File: config.mk
export PLATFORM = sky130hd
export DESIGN_NAME = sfau_top
export DESIGN_NICKNAME = d
export VERILOG_FILES = /design/src/hw/sfau_pkg.sv /design/src/hw/sfau_top.sv /design/src/hw/sfau_sync.sv
export SDC_FILE = /design/constraint.sdc
export NUM_CORES = 1
export LEC_CHECK = 0
export BUFFER_PORTS_ARGS = -buffer_cell sky130_fd_sc_hd__buf_2
export CELL_PAD_IN_SITES_DETAIL_PLACEMENT = 1
export CELL_PAD_IN_SITES_GLOBAL_PLACEMENT = 1
export CORE_MARGIN = 1.5
export CORE_UTILIZATION = 35
export CTS_CLUSTER_DIAMETER = 200
export DETAILED_ROUTE_END_ITERATION = 16
export PLACE_DENSITY = 0.68
export REMOVE_ABC_BUFFERS = 1
export SLEW_MARGIN = 20
export SYNTH_ARGS = -nofsm -noshare
export SYNTH_HDL_FRONTEND = slang
export SYNTH_SLANG_ARGS = --single-unit
File: constraint.sdc
create_clock -name clk -period 3.8 [get_ports clk]
set_input_delay 0.95 -clock clk [delete_from_list [all_inputs] [get_ports clk]]
set_output_delay 0.95 -clock clk [all_outputs]
set_load 0.01 [all_outputs]
File: src/hw/sfau_pkg.sv
// constants and types shared by the segmented flash access unit
`default_nettype none

package sfau_pkg;

   // clock and bus-cycle timing
   localparam int unsigned CLK_PERIOD_NS = 4;
   localparam int unsigned CLK_MHZ       = 250;
   localparam int unsigned T_WE_LOW_NS   = 40;
   localparam int unsigned T_WE_HIGH_NS  = 20;
   localparam int unsigned T_READ_NS     = 70;
   localparam int unsigned WE_LOW_CYC    = (T_WE_LOW_NS + CLK_PERIOD_NS - 1) / CLK_PERIOD_NS;
   localparam int unsigned WE_HIGH_CYC   = (T_WE_HIGH_NS + CLK_PERIOD_NS - 1) / CLK_PERIOD_NS;
   localparam int unsigned READ_CYC      = (T_READ_NS + CLK_PERIOD_NS - 1) / CLK_PERIOD_NS;
   localparam int unsigned SYNC_LAT_CYC  = 2;
   localparam logic [5:0]  WE_FIRST      = 6'h01;
   localparam logic [5:0]  WE_LAST       = 6'(WE_LOW_CYC);
   localparam logic [5:0]  WR_LAST       = 6'(WE_LOW_CYC + WE_HIGH_CYC);
   localparam logic [5:0]  RD_LAST       = 6'(READ_CYC + SYNC_LAT_CYC + 1);

   // completion timeouts
   localparam int unsigned     PROG_TIMEOUT_US   = 300;
   localparam int unsigned     PROG_TIMEOUT_CYC  = PROG_TIMEOUT_US * CLK_MHZ;
   localparam int unsigned     ERASE_TIMEOUT_MS  = 15000;
   localparam longint unsigned ERASE_TIMEOUT_CYC = longint'(ERASE_TIMEOUT_MS) * CLK_MHZ * 1000;

   // geometry: 512K flash in the upper half of a 1M space, 64K sectors
   localparam int unsigned FLASH_BYTES = 524288;
   localparam int unsigned SECTOR_BYTES = 65536;
   localparam int unsigned FLASH_AW    = 19;
   localparam int unsigned PHYS_AW     = 20;
   localparam logic [15:0] SEG_LO      = 16'h8000;
   localparam logic [15:0] SEG_HI      = 16'he000;
   localparam logic [15:0] SEG_OS      = 16'hf000;
   localparam logic [11:0] SEG_ALIGN   = 12'h000;
   localparam logic [7:0]  ERASED_BYTE = 8'hff;
   localparam logic [7:0]  UNMAPPED_BYTE = 8'hff;

   // result codes, two's complement
   localparam logic [7:0] RESULT_OK          = 8'h00;
   localparam logic [7:0] RESULT_TIMEOUT     = 8'hfb;
   localparam logic [7:0] RESULT_BAD_SEGMENT = 8'hf4;

   // flash command cycles
   localparam logic [18:0] CMD_ADDR_1      = 19'h00555;
   localparam logic [18:0] CMD_ADDR_2      = 19'h002aa;
   localparam logic [18:0] ID_MFR_ADDR     = 19'h00000;
   localparam logic [18:0] ID_DEV_ADDR     = 19'h00001;
   localparam logic [7:0]  CMD_UNLOCK_1    = 8'haa;
   localparam logic [7:0]  CMD_UNLOCK_2    = 8'h55;
   localparam logic [7:0]  CMD_PROGRAM     = 8'ha0;
   localparam logic [7:0]  CMD_ERASE_SETUP = 8'h80;
   localparam logic [7:0]  CMD_SECTOR_ERASE = 8'h30;
   localparam logic [7:0]  CMD_AUTOSELECT  = 8'h90;
   localparam logic [7:0]  CMD_RESET       = 8'hf0;

   // script step numbers
   localparam logic [2:0] PROG_LAST_STEP  = 3'h3;
   localparam logic [2:0] ERASE_LAST_STEP = 3'h5;
   localparam logic [2:0] ID_CMD_LAST     = 3'h2;
   localparam logic [2:0] ID_MFR_STEP     = 3'h3;
   localparam logic [2:0] STEP_RESET      = 3'h7;

   typedef enum logic [1:0] {
      OP_BYTE_READ    = 2'h0,
      OP_BYTE_PROGRAM = 2'h1,
      OP_SECTOR_ERASE = 2'h2,
      OP_IDENT_READ   = 2'h3
   } sfau_op_t;

   typedef enum logic [2:0] {
      ST_IDLE  = 3'b001,
      ST_WRITE = 3'b010,
      ST_READ  = 3'b100
   } sfau_state_t;

endpackage : sfau_pkg

`default_nettype wire

File: src/hw/sfau_top.sv
// segmented flash access unit: read, program, erase and id of a parallel nor flash
`default_nettype none

module sfau_top
   import sfau_pkg::*;
#(
   parameter logic [31:0] PROG_TIMEOUT  = 32'(sfau_pkg::PROG_TIMEOUT_CYC),
   parameter logic [31:0] ERASE_TIMEOUT = 32'(sfau_pkg::ERASE_TIMEOUT_CYC)
) (
   input  wire logic              clk,
   input  wire logic              rstn,
   input  wire logic              req_valid,
   input  wire sfau_pkg::sfau_op_t req_op,
   input  wire logic [15:0]       req_seg,
   input  wire logic [15:0]       req_off,
   input  wire logic [7:0]        req_data,
   output logic                   busy,
   output logic                   done,
   output logic [7:0]             result,
   output logic [15:0]            rd_data,
   output logic [18:0]            flash_addr,
   output logic [7:0]             flash_dq_out,
   output logic                   flash_dq_oe_n,
   input  wire logic [7:0]        flash_dq_in,
   output logic                   flash_ce_n,
   output logic                   flash_oe_n,
   output logic                   flash_we_n
);
   import sfau_pkg::*;

   sfau_state_t   state;
   sfau_state_t   next_state;
   sfau_op_t      op;
   sfau_op_t      sel_op;
   logic [2:0]    step;
   logic [2:0]    next_step;
   logic          polling;
   logic          next_poll;
   logic          aborting;
   logic          next_abort;
   logic [5:0]    cnt;
   logic [18:0]   target;
   logic [18:0]   sel_tgt;
   logic [7:0]    wdata;
   logic [7:0]    sel_dat;
   logic [7:0]    expect_byte;
   logic [7:0]    id_lo;
   logic [7:0]    dq_sync;
   logic [31:0]   timer;
   logic [31:0]   limit;
   logic [19:0]   phys;
   logic          seg_ok;
   logic          launch;
   logic          finish;
   logic          load_lo;
   logic          load_rd;
   logic [7:0]    fin_code;
   logic [15:0]   fin_rdata;
   logic [26:0]   scr;

   // builds one command or read cycle of the current operation's script
   function automatic logic [26:0] script(input sfau_op_t fop, input logic [2:0] st,
                                          input logic poll, input logic [18:0] tgt,
                                          input logic [7:0] dat);
      logic [7:0] cmd;
      cmd = (fop == OP_BYTE_PROGRAM) ? CMD_PROGRAM :
            (fop == OP_SECTOR_ERASE) ? CMD_ERASE_SETUP : CMD_AUTOSELECT;
      if (poll || fop == OP_BYTE_READ) begin
         return {tgt, dat};
      end
      case (st)
         3'h0: return {CMD_ADDR_1, CMD_UNLOCK_1};
         3'h1: return {CMD_ADDR_2, CMD_UNLOCK_2};
         3'h2: return {CMD_ADDR_1, cmd};
         3'h3: return (fop == OP_IDENT_READ) ? {ID_MFR_ADDR, dat} :
                      (fop == OP_SECTOR_ERASE) ? {CMD_ADDR_1, CMD_UNLOCK_1} : {tgt, dat};
         3'h4: return (fop == OP_IDENT_READ) ? {ID_DEV_ADDR, dat} : {CMD_ADDR_2, CMD_UNLOCK_2};
         3'h5: return {tgt, CMD_SECTOR_ERASE};
         STEP_RESET: return {CMD_ADDR_1, CMD_RESET};
         default: return {tgt, dat};
      endcase
   endfunction : script

   // flash data pins arrive from outside the clock domain
   sfau_sync #(.W(8)) u_dq_sync (
      .clk  (clk),
      .rstn (rstn),
      .d    (flash_dq_in),
      .q    (dq_sync)
   );

   // address forming and segment check
   assign phys   = {req_seg, 4'h0} + {4'h0, req_off};
   assign seg_ok = (req_seg[11:0] == SEG_ALIGN) && (req_seg >= SEG_LO)
                   && (req_seg <= SEG_HI);
   assign expect_byte = (op == OP_SECTOR_ERASE) ? ERASED_BYTE : wdata;
   assign limit  = (op == OP_SECTOR_ERASE) ? ERASE_TIMEOUT : PROG_TIMEOUT;
   assign scr    = script(sel_op, next_step, next_poll, sel_tgt, sel_dat);

   // sequencing decisions; finish drops back to idle with a result
   always_comb begin
      next_state = state;
      next_step  = step;
      next_poll  = polling;
      next_abort = aborting;
      launch     = 1'b0;
      finish     = 1'b0;
      load_lo    = 1'b0;
      load_rd    = 1'b0;
      fin_code   = RESULT_OK;
      fin_rdata  = rd_data;
      sel_op     = op;
      sel_tgt    = target;
      sel_dat    = wdata;
      case (state)
         ST_IDLE: begin
            sel_op     = req_op;
            sel_dat    = req_data;
            sel_tgt    = (req_op == OP_SECTOR_ERASE) ? {req_seg[14:12], 16'h0000}
                                                     : phys[FLASH_AW-1:0];
            next_step  = 3'h0;
            next_poll  = 1'b0;
            next_abort = 1'b0;
            if (req_valid) begin
               // answers that need no flash cycle come back on the next edge
               if (req_op == OP_BYTE_READ && !phys[PHYS_AW-1]) begin
                  finish    = 1'b1;
                  fin_rdata = {8'h00, UNMAPPED_BYTE};
               end else if (req_op == OP_SECTOR_ERASE && req_seg == SEG_OS) begin
                  finish = 1'b1;
               end else if (req_op inside {OP_BYTE_PROGRAM, OP_SECTOR_ERASE} && !seg_ok) begin
                  finish   = 1'b1;
                  fin_code = RESULT_BAD_SEGMENT;
               end else begin
                  launch     = 1'b1;
                  next_state = (req_op == OP_BYTE_READ) ? ST_READ : ST_WRITE;
               end
            end
         end
         ST_WRITE: begin
            if (cnt == WR_LAST) begin
               launch = 1'b1;
               if (step == STEP_RESET) begin
                  launch     = 1'b0;
                  finish     = 1'b1;
                  next_state = ST_IDLE;
                  fin_code   = aborting ? RESULT_TIMEOUT : RESULT_OK;
               end else if (op == OP_IDENT_READ && step == ID_CMD_LAST) begin
                  next_step  = step + 3'h1;
                  next_state = ST_READ;
               end else if ((op == OP_BYTE_PROGRAM && step == PROG_LAST_STEP) ||
                            (op == OP_SECTOR_ERASE && step == ERASE_LAST_STEP)) begin
                  next_poll  = 1'b1;
                  next_state = ST_READ;
               end else begin
                  next_step = step + 3'h1;
               end
            end
         end
         ST_READ: begin
            if (cnt == RD_LAST) begin
               if (op == OP_BYTE_READ) begin
                  finish     = 1'b1;
                  fin_rdata  = {8'h00, dq_sync};
                  next_state = ST_IDLE;
               end else if (polling) begin
                  // no status pre-check: a bit that cannot rise never matches
                  if (dq_sync == expect_byte) begin
                     finish     = 1'b1;
                     next_poll  = 1'b0;
                     next_state = ST_IDLE;
                  end else if (timer >= limit) begin
                     launch     = 1'b1;
                     next_poll  = 1'b0;
                     next_abort = 1'b1;
                     next_step  = STEP_RESET;
                     next_state = ST_WRITE;
                  end else begin
                     launch = 1'b1;
                  end
               end else if (step == ID_MFR_STEP) begin
                  load_lo   = 1'b1;
                  launch    = 1'b1;
                  next_step = step + 3'h1;
               end else begin
                  load_rd    = 1'b1;
                  fin_rdata  = {dq_sync, id_lo};
                  launch     = 1'b1;
                  next_step  = STEP_RESET;
                  next_state = ST_WRITE;
               end
            end
         end
         default: next_state = ST_IDLE;
      endcase
   end

   // sequencer state
   always_ff @(posedge clk or negedge rstn) begin
      if (!rstn) begin
         state    <= ST_IDLE;
         step     <= 3'h0;
         polling  <= 1'b0;
         aborting <= 1'b0;
         cnt      <= 6'h00;
      end else begin
         state    <= next_state;
         step     <= next_step;
         polling  <= next_poll;
         aborting <= next_abort;
         cnt      <= launch ? 6'h00 : cnt + 6'h01;
      end
   end

   // request capture, only when idle so a busy unit ignores new requests
   always_ff @(posedge clk or negedge rstn) begin
      if (!rstn) begin
         op     <= OP_BYTE_READ;
         target <= '0;
         wdata  <= 8'h00;
      end else if (state == ST_IDLE && req_valid) begin
         op     <= req_op;
         target <= sel_tgt;
         wdata  <= req_data;
      end
   end

   // completion timer; resolution is one clock cycle
   always_ff @(posedge clk or negedge rstn) begin
      if (!rstn) begin
         timer <= 32'h0000_0000;
      end else if (!polling) begin
         timer <= 32'h0000_0000;
      end else if (timer != 32'hffff_ffff) begin
         timer <= timer + 32'h0000_0001;
      end
   end

   // flash pins; write strobe sits one cycle inside the cycle for setup
   always_ff @(posedge clk or negedge rstn) begin
      if (!rstn) begin
         flash_addr    <= '0;
         flash_dq_out  <= 8'h00;
         flash_dq_oe_n <= 1'b1;
         flash_ce_n    <= 1'b1;
         flash_oe_n    <= 1'b1;
         flash_we_n    <= 1'b1;
      end else begin
         flash_addr    <= launch ? scr[26:8] : flash_addr;
         flash_dq_out  <= launch ? scr[7:0] : flash_dq_out;
         flash_dq_oe_n <= (state != ST_WRITE);
         flash_ce_n    <= (state == ST_IDLE);
         flash_oe_n    <= (state != ST_READ);
         flash_we_n    <= !(state == ST_WRITE && cnt >= WE_FIRST && cnt <= WE_LAST);
      end
   end

   // host side answers
   always_ff @(posedge clk or negedge rstn) begin
      if (!rstn) begin
         busy    <= 1'b0;
         done    <= 1'b0;
         result  <= RESULT_OK;
         rd_data <= 16'h0000;
         id_lo   <= 8'h00;
      end else begin
         busy <= (next_state != ST_IDLE);
         done <= finish;
         result  <= finish ? fin_code : result;
         rd_data <= (finish || load_rd) ? fin_rdata : rd_data;
         id_lo   <= load_lo ? dq_sync : id_lo;   // maker byte waits for the device byte
      end
   end
endmodule : sfau_top

`default_nettype wire

File: src/hw/sfau_sync.sv
// two-flop synchroniser for pin inputs
`default_nettype none

module sfau_sync #(
   parameter int unsigned W = 8
) (
   input  wire logic         clk,
   input  wire logic         rstn,
   input  wire logic [W-1:0] d,
   output logic      [W-1:0] q
);
   logic [W-1:0] meta;

   // first stage feeds only the second
   always_ff @(posedge clk or negedge rstn) begin
      if (!rstn) begin
         meta <= '0;
         q    <= '0;
      end else begin
         meta <= d;
         q    <= meta;
      end
   end
endmodule : sfau_sync

`default_nettype wire

**Word level (Yosys, flattened, before mapping)**

Index checks and enable logic that the tools add are counted.
W data, S select, Z words.

- Register bits: 156
- Input bits: 53
- Output and inout port bits: 57
- Word-level logic and storage cells: 204

- Add/subtract/negate cells: 4
- Magnitude comparators: 5
- Equality and inequality tests: 39
- Muxes and demuxes: 108
- Reduce and logical (&&, ||, !) cells: 26

Operators by type and width:

| cell | count |
|---|---|
| $pmux W27 S7 | 1 |
| $mux W27 | 4 |
| $mux W16 | 6 |
| $mux W32 | 3 |
| $mux W3 | 25 |
| $mux W8 | 9 |
| $mux W1 | 45 |
| $mux W19 | 2 |
| $add A32 B1 Y32 const B | 1 |
| $ge A32 B32 Y1 | 1 |
| $ne A32 B32 Y1 const B | 1 |
| $pmux W16 S2 | 1 |
| $add A20 B16 Y20 | 1 |
| $eq A3 B3 Y1 const B | 6 |
| $mux W18 | 1 |
| $pmux W3 S3 | 2 |
| $eq A16 B16 Y1 const B | 1 |
| $ge A16 B16 Y1 const B | 1 |
| $le A16 B16 Y1 const B | 1 |
| $pmux W8 S2 | 1 |
| $eq A3 B2 Y1 const B | 5 |
| $ne A2 B2 Y1 const B | 7 |
| $logic_not A12 Y1 | 1 |
| $mux W6 | 2 |
| 26 further kinds | 54 |

**Longest topological paths before layout**

Gate-level depths: netlist of the first run.

- Depth after elaboration: 12
- Depth in mapped cells: 16
- Depth with buffers taken out: 12

**Cells and area by module**

From an unflattened synthesis of the first run, not the netlist that was laid out.

- Cells, all modules: 902
- Area total of the unflattened synthesis: 8515.7 um^2

Modules (own cells, without submodules):

| module | instances | cells an instance | area each (um^2) | sequential area each (um^2) |
|---|---|---|---|---|
| sfau_top | 1 | 886 | 8115.3 | 3384.5 |
| sfau_sync | 1 | 16 | 400.4 | 400.4 |

**Worst setup path before layout of the first run**

OpenSTA, ideal clock, no wires.

- Kind: input to register
- Start point: input port req_seg[2]
- End point: register flash_addr[10]
- Library setup time: 0.131 ns
- Data arrival time: 3.536 ns
- Data required time: 3.669 ns
- Path slack: 0.133 ns
- Stages on the path: 10
- Buffers on the path: 1
- Path through: ha_1 o21ai_0 o211ai_1 or4bb_1 o311a_1 a2111oi_2 a211oi_1 buf_2 a2111oi_0 o21ai_1

- Longest elaborated chain between the ends: 10
- Elaborated cells on any way between the ends: 24
- Classes of those cells: 1 x add/sub; 2 x order compare; 1 x eq/ne; 12 x mux; 8 x reduce/logical

Ends and longest elaborated chain:

| what | line | source |
|---|---|---|
| start: declaration | sfau_top.sv:14 | `input wire logic [15:0] req_seg,` |
| $ge A16 B16 Y1 or $logic_not A12 Y1 (tied branches) | sfau_top.sv:94 | `assign seg_ok = (req_seg[11:0] == SEG_ALIGN) && (req_seg >= SEG_LO)` |
| $logic_and A1 B1 Y1 | sfau_top.sv:94 |  |
| $logic_and A1 B1 Y1 | sfau_top.sv:95 | `&& (req_seg <= SEG_HI);` |
| $logic_not A1 Y1 | sfau_top.sv:131 | `end else if (req_op inside {OP_BYTE_PROGRAM, OP_SECTOR_ERASE} && !seg_ok) begin` |
| $logic_and A1 B1 Y1 | sfau_top.sv:131 |  |
| $mux W1 | sfau_top.sv:131 |  |
| $mux W1 | sfau_top.sv:129 | `end else if (req_op == OP_SECTOR_ERASE && req_seg == SEG_OS) begin` |
| $mux W1 | sfau_top.sv:126 | `if (req_op == OP_BYTE_READ && !phys[PHYS_AW-1]) begin` |
| $mux W1 | sfau_top.sv:124 | `if (req_valid) begin` |
| $pmux W1 S3 | sfau_top.sv:115 | `case (state)` |
| end signal: assignment | sfau_top.sv:249 | `flash_addr <= launch ? scr[26:8] : flash_addr;` |
| end: declaration | sfau_top.sv:21 | `output logic [18:0] flash_addr,` |

Parallel ways exist; a longest one is shown, timed or not. The select of a mux whose other input is x is not followed.
A chain may end at the register's enable or synchronous reset.

**Final worst setup path of the first run**

- Start point: input port req_seg[6]
- End point: register flash_addr[2]

- Longest elaborated chain between the ends: 10
- Elaborated cells on any way between the ends: 17
- Classes of those cells: 1 x add/sub; 2 x order compare; 1 x eq/ne; 5 x mux; 8 x reduce/logical

Ends and longest elaborated chain:

| what | line |
|---|---|
| $ge A16 B16 Y1 or $logic_not A12 Y1 (tied branches) | sfau_top.sv:94 |
| $logic_and A1 B1 Y1 | sfau_top.sv:94 |
| $logic_and A1 B1 Y1 | sfau_top.sv:95 |
| $logic_not A1 Y1 | sfau_top.sv:131 |
| $logic_and A1 B1 Y1 | sfau_top.sv:131 |
| $mux W1 | sfau_top.sv:131 |
| $mux W1 | sfau_top.sv:129 |
| $mux W1 (*) | sfau_top.sv:126 |
| $mux W1 (*) | sfau_top.sv:124 |
| $pmux W1 S3 (*) | sfau_top.sv:115 |

Mark *: on every way between the ends. The rest lies on a longest branch, timed or not.

==> impl_metrics.tcl, run 1 <==
set metrics [dict create \
    status "finished, final reports clean" \
    dominantRegCellSynth "dfrtp_1" \
    netlist_top_cells_count "dfrtp_1 (146), nor2_1 (92), nand2_1 (85)" \
    setup_slack_ps 189 \
    track_usage_pct 20.4 \
    worst-path-stages 13 \
    syn_avg_cell_area_um2 9.48 \
    cts_tree "built" \
    crit_fanout 11 \
    seq_area_um2 3780 \
    syn_area_um2 8870 \
    clock.fmax_mhz 277 \
    final-setup-viol-count 0 \
    final.min_clock_period_ps 3610 \
    crit_path_start_kind "input port" \
    slowest_delay_ps 510 \
    die_x_um 162 \
    nets 1174 \
    vias_per_cell 5.41 \
    cts_buffer_depth 2 \
    die-area_um2 26300 \
    cp.arrival_ps 3950 \
    finClkSkew_ps 33.0 \
    endpoint_kind "flop" \
    portBuffers 109 \
    synth_top_area_cell "dfrtp_1" \
    crit_type "in -> reg" \
    final_area_um2 10700 \
    seq_area_frac_synth_pct 42.7 \
    dr_total_vias 7682 \
    nFillCells 2935 \
    drv_cap 0 \
    multiInputGateArea_um2 4750 \
    initial_core_util_pct 35.4 \
    slew_viol_final 0 \
    cts.htree.levels 4 \
    ys_seq_elements 151 \
    synth_edf_count 0 \
    ant_nets 0 \
    grt_pass1_wl_um 42500 \
    rsz0062_at_grt "true" \
    hold_buffers 0 \
    rows 58 \
    ioPinCount 110 \
    root_buffer "clkbuf_16" \
    drc 0 \
    die_h_um 162 \
    cpMaxStageDelayCell "a21boi_0" \
    dp_slack_ps -315 \
    slew_headroom_pct 35.5 \
    hp-class "reg -> reg" \
    path_common_cell "buf_4" \
    placed_area_um2 10000 \
    cts_sinks 151 \
    antenna_found_initial 0 \
    area_growth_pct 21.2 \
    hold_viol 0 \
    cp_cell_sequence "buf_2 -> ha_1 -> or2_2 -> a21boi_0 -> or4bb_1 -> o311a_1 -> a2111oi_2 -> buf_4 -> a211oi_4 -> a311oi_2 -> buf_4 -> o21ai_1 -> o311ai_1" \
    final_layout_size_suffix_gt1_share_pct 23.5 \
    gr-total-overflow 0 \
    syn_inst 936 \
    placeableCoreArea_um2 25000 \
    routedWlPerCell_um 18.2 \
    insertion_delay_ps 450 \
    grt_max_degree 78 \
    synth_top_area_share_pct 41.2 \
    ir_drop_v 0.000279 \
    r2r_cells 13 \
    synthTopCellsByArea "dfrtp_1 (41%), ha_1 (5.9%), nor2_1 (3.9%), nand2_1 (3.6%), o21ai_0 (3.1%)" \
    cts_made_buffers 17 \
    powerDensity_nw_per_um2 336 \
    grt_pass1_vias 7962 \
    drt_first_pass_iters 4 \
    drtIter0Drc 346 \
    synth.most_common_cell "dfrtp_1" \
    cp_top_family "compound AO/OA/AOI/OAI gates" \
    gp_congestion 0.855 \
    ys.warnings.count 0 \
    power_leakage_nw 4.84 \
    fin_crit_sh_pct 95.0 \
    ys_types 86 \
    tightestPinTransition_ps 964 \
    path_buf_inv 3 \
    synth-async-reset-ratio_pct 100 \
    crit_required_ps 4140 \
    clkTransAtPathRegs_ps 70 \
    hold_depth 0 \
    wirelength_um 25900 \
    diodes 0 \
    dp_hpwl_um 19100 \
    r2r_setup_slack_ps 200 \
]
-- state kept, by name, indices dropped and copies added (netlist names), 2 cells and up --
name / count
id_lo: 8
u_dq_sync.q: 8
op: 2
flash_dq_out: 8
u_dq_sync.meta: 8
timer: 32
cnt: 6
flash_addr: 19
step: 3
state: 3
rd_data: 16
wdata: 8
target: 19
result: 3
-- placed cells by master, fill, tap and decap left out, types with 7 or more instances in the layout --
cell       count
buf_4         58
mux2_2        17
clkbuf_16     17
o311ai_1       9
a31oi_1       20
a21oi_1       33
a21o_1        10
inv_1         34
nand4_1       14
nor3_1        16
xnor2_1       27
a211oi_1      13
dfrtp_1      146
nand2_1       85
o31ai_1        9
ha_1          42
nor2_1        91
o21ai_1       13
nand3_1       33
buf_2        108
xor2_1        21
o21ai_0       54
or3_1          8
mux2i_1       18
and2_1        16
nor4_1        11
and3_1         7
a22o_1         9
a22oi_1       14
-- cell families (layout without fill, tap and decap cells) --
kind of cell / after synthesis / after routing / synth area share, %
adders and majority gates: 43 / 43 / 6.15
DFF: 151 / 151 / 42.7
muxes: 35 / 35 / 4.19
and+or+nand+nor: 327 / 327 / 18.4
AOI/OAI and AO/OA: 245 / 245 / 19.1
xor gates and xnor gates: 49 / 49 / 4.92
buffers and inverters: 86 / 241 / 4.60
-- stage by stage --
step           hold slack (ps)  std cells  util [%]  total power, mW  setup TNS [ps]
5_1_grt                    354       1421      42.9             3.76           -14.1
2_1_floorplan              331        889         -             1.78          -56240
3_3_place_gp               331       1383      40.0             1.90           -1770
6_report                   350       1421      42.9             3.62               0
4_1_cts                    352       1415      42.5             3.66               0
3_5_place_dp               336       1383      40.0             1.91           -5930
-- report_power, final --
| part | leakage, nW | internal, mW | switching (mW) | total (mW) |
|---|---|---|---|---|
| registers | 1.98 | 1.62 | 0.0148 | 1.64 |
| logic | 2.56 | 0.103 | 0.135 | 0.238 |
| clock network | 0.298 | 0.898 | 0.843 | 1.74 |
| total | 4.84 | 2.62 | 0.993 | 3.62 |
-- per-layer routing --
metal,GRT usage [%],share of wire [%]
met5,0,0
met4,6.92,1.7
met3,2.81,3.2
met1,27.1,45
met2,34.3,50
-- cell type report --
class / count / area share (%)
clock buffers: 17 / 3.96
clock inverters: 15 / 1.73
inverters: 39 / 1.42
multi-input cells: 699 / 44.2
flip-flops and latches: 151 / 35.2
well taps: 330 / 3.84
repair buffers: 170 / 9.66
-- worst register-to-register path: stages (launching register included) --
cell,delay [ps]
dfrtp_1,380
nand2b_1,190
buf_12,190
ha_1,330
and4b_1,250
nand2_1,100
a2111o_1,310
o211ai_2,250
nand4_1,210
a221o_1,520
nor3_2,200
a211oi_2,50
buf_4,180
o31ai_1,320
-- timing repair --
item                                    CTS  global route
endpoints found under the setup margin    6            21
setup buffers                             0             6
pin swaps                                 0             1
resized for setup                         1            15
-- worst paths after layout --
| check | endpoint | startpoint |
|---|---|---|
| setup / recovery | flash_addr[2] | req_seg[6] |
| hold / removal | u_dq_sync.q[5] | u_dq_sync.meta[5] |
| setup reg to reg | flash_addr[14] | op[0] |
| hold reg to reg | u_dq_sync.q[5] | u_dq_sync.meta[5] |
| max in group asynchronous | rd_data[4] | rstn |
| min in group asynchronous | timer[4] | rstn |
(Power assumes the default switching activity.)
==> run 2: changes to the inputs <==
--- a/config.mk
+++ b/config.mk
@@ -9,10 +9,10 @@
 export CELL_PAD_IN_SITES_DETAIL_PLACEMENT = 1
 export CELL_PAD_IN_SITES_GLOBAL_PLACEMENT = 1
 export CORE_MARGIN = 1.5
-export CORE_UTILIZATION = 35
+export CORE_UTILIZATION = 45
 export CTS_CLUSTER_DIAMETER = 200
 export DETAILED_ROUTE_END_ITERATION = 16
-export PLACE_DENSITY = 0.68
+export PLACE_DENSITY = 0.83
 export REMOVE_ABC_BUFFERS = 1
 export SLEW_MARGIN = 20
 export SYNTH_ARGS = -nofsm -noshare
==> run 2 against run 1 <==
  * Register-to-register slack about the same
  * Critical path depth increased by 2
  * Clock skew shrank 13 ps
  * Worst setup slack gained 5.8 ps
  * Routed wire length increased by 5.4%
==> impl_metrics.tcl, run 2 (synthesis results as in run 1) <==
set metrics [dict create \
    drtIter0Drc 419 \
    p_total_mw 3.81 \
    tns_ps 0 \
    crit_required_ps 4120 \
    drv_cap 0 \
    hold_viol 0 \
    insertion_delay_ps 450 \
    slew_headroom_pct 35.2 \
    clock.fmax_mhz 277 \
    area_growth_pct 20.9 \
    root_buffer "clkbuf_16" \
    grt_pass1_vias 8398 \
    reg_top3 "timer: 32 flops, flash_addr: 19 flops, target: 19 flops" \
    nets 1171 \
    grt_pass1_wl_um 43500 \
    hold_buffers 0 \
    crit_type "reg -> reg" \
    grt_max_degree 83 \
    hold_ws_ps 345 \
    largest-register "timer" \
    crit_path_start_kind "flop" \
    wirelength_um 27300 \
    cp.arrival_ps 3920 \
    routedWlPerCell_um 20.2 \
    fin_crit_sh_pct 94.9 \
    placed_area_um2 9960 \
    rsz0062_at_grt "false" \
    rows 51 \
    cts_tree "built" \
    r2r_setup_slack_ps 190 \
    placeableCoreArea_um2 19400 \
    cts_buffer_depth 2 \
    status "finished, final reports clean" \
    endpoint_kind "flop" \
    drc 0 \
    p_seq_share_pct 42.9 \
    ir_drop_v 0.000305 \
    vias_per_cell 5.91 \
    final-setup-viol-count 0 \
    track_usage_pct 27.1 \
    clkTransAtPathRegs_ps 70 \
    crit_fanout 15 \
    gp_congestion 0.857 \
    layout_commonest_cell "dfrtp_1" \
    ioPinCount 110 \
    powerDensity_nw_per_um2 356 \
    drt_first_pass_iters 7 \
    p_sw_mw 0.892 \
    final_cell_mix "dfrtp_1 (146), buf_2 (108), nor2_1 (91)" \
    p_clk_share_pct 50.5 \
    final_layout_size_suffix_gt1_share_pct 23.3 \
    ant_nets 0 \
    initial_core_util_pct 45.7 \
    die_h_um 143 \
    die-area_um2 20600 \
    cts_made_buffers 17 \
    p_sw_share_pct 23.4 \
    timing.rr.end "flash_addr[6]" \
    dp_slack_ps -232 \
    r2r-start "op[0]" \
    final_area_um2 10700 \
    final.min_clock_period_ps 3610 \
    gr-total-overflow 0 \
    internal_power_mw 2.92 \
    setup_slack_ps 195 \
    crit_end "flash_addr[6]" \
    die_x_um 143 \
    cts_sinks 151 \
    finClkSkew_ps 19.8 \
    cts.htree.levels 4 \
    critPathLaunch "op[0]" \
    portBuffers 109 \
    r2r_cells 15 \
    antenna_found_initial 0 \
    hp-class "reg -> reg" \
    diodes 0 \
    power_leakage_nw 4.85 \
    dr_total_vias 7986 \
    tightestPinTransition_ps 965 \
    slew_viol_final 0 \
    largest_reg_flops 32 \
    dp_hpwl_um 19400 \
    comb_power_share_pct 6.5 \
]
==> run 2: how the worst min path moves through the flow <==
stage,cells past startpoint,slack [ps],startpoint,endpoint
detailed placement,0,340,u_dq_sync.meta[2],u_dq_sync.q[2]
CTS,0,350,u_dq_sync.meta[7],u_dq_sync.q[7]
finish,0,340,u_dq_sync.meta[7],u_dq_sync.q[7]
floorplan,0,330,u_dq_sync.meta[0],u_dq_sync.q[0]
global route,0,350,u_dq_sync.meta[7],u_dq_sync.q[7]
global placement,0,330,u_dq_sync.meta[6],u_dq_sync.q[6]
==> run 2: cell type report <==
class                   instances  area, um^2
clock inverters                13         220
fillers                      2260        8680
flip-flops and latches        151        3780
well taps                     265         332
repair buffers                167        1020
inverters                      39         151
clock buffers                  18         439
multi-input cells             699        4770
==> run 2: power groups by stage <==
| stage | combinational [mW] | sequential (mW) | clock, mW |
|---|---|---|---|
| 6_report | 0.249 | 1.64 | 1.93 |
| 5_1_grt | 0.276 | 1.64 | 2.01 |
| 4_1_cts | 0.251 | 1.64 | 1.95 |
| 3_5_place_dp | 0.248 | 1.67 | 0 |
| 3_3_place_gp | 0.239 | 1.66 | 0 |
| 2_1_floorplan | 0.113 | 1.66 | 0 |
==> run 2: routing by layer <==
metal | routed length, um | vias to the layer above | GRT usage (%)
li1 | - | 3687 | -
met1 | 11500 | 4023 | 33.2
met2 | 14100 | 218 | 47.4
met3 | 915 | 58 | 4.30
met4 | 741 | 0 | 11.2
met5 | 0 | - | 0
==> run 2: worst max-delay path, cell delays in order (launching register included) <==
cell and delay, ps:
dfrtp_1 380, nand2b_4 190, buf_4 170, buf_4 170, ha_1 300, nand3b_1 120
a211oi_2 260, a211oi_2 80, o211ai_2 340, nand4_1 220, a221o_1 420, buf_4 220
mux2i_1 230, buf_4 190, o21ai_1 80, o311ai_1 110
==> run 2: timing repair <==
action / CTS / global route
cloned: 0 / 0
gates resized for setup: 1 / 18
pin swaps: 0 / 6
setup endpoints to repair: 14 / 22
buffers inserted: 0 / 2
==> run 2: through the flow <==
step                      utilization [%]  cells
after detailed placement             51.4   1319
after global routing                 55.3   1352
after floorplan                         -    889
after global placement               51.4   1319
final                                55.3   1352
after CTS                            54.8   1350
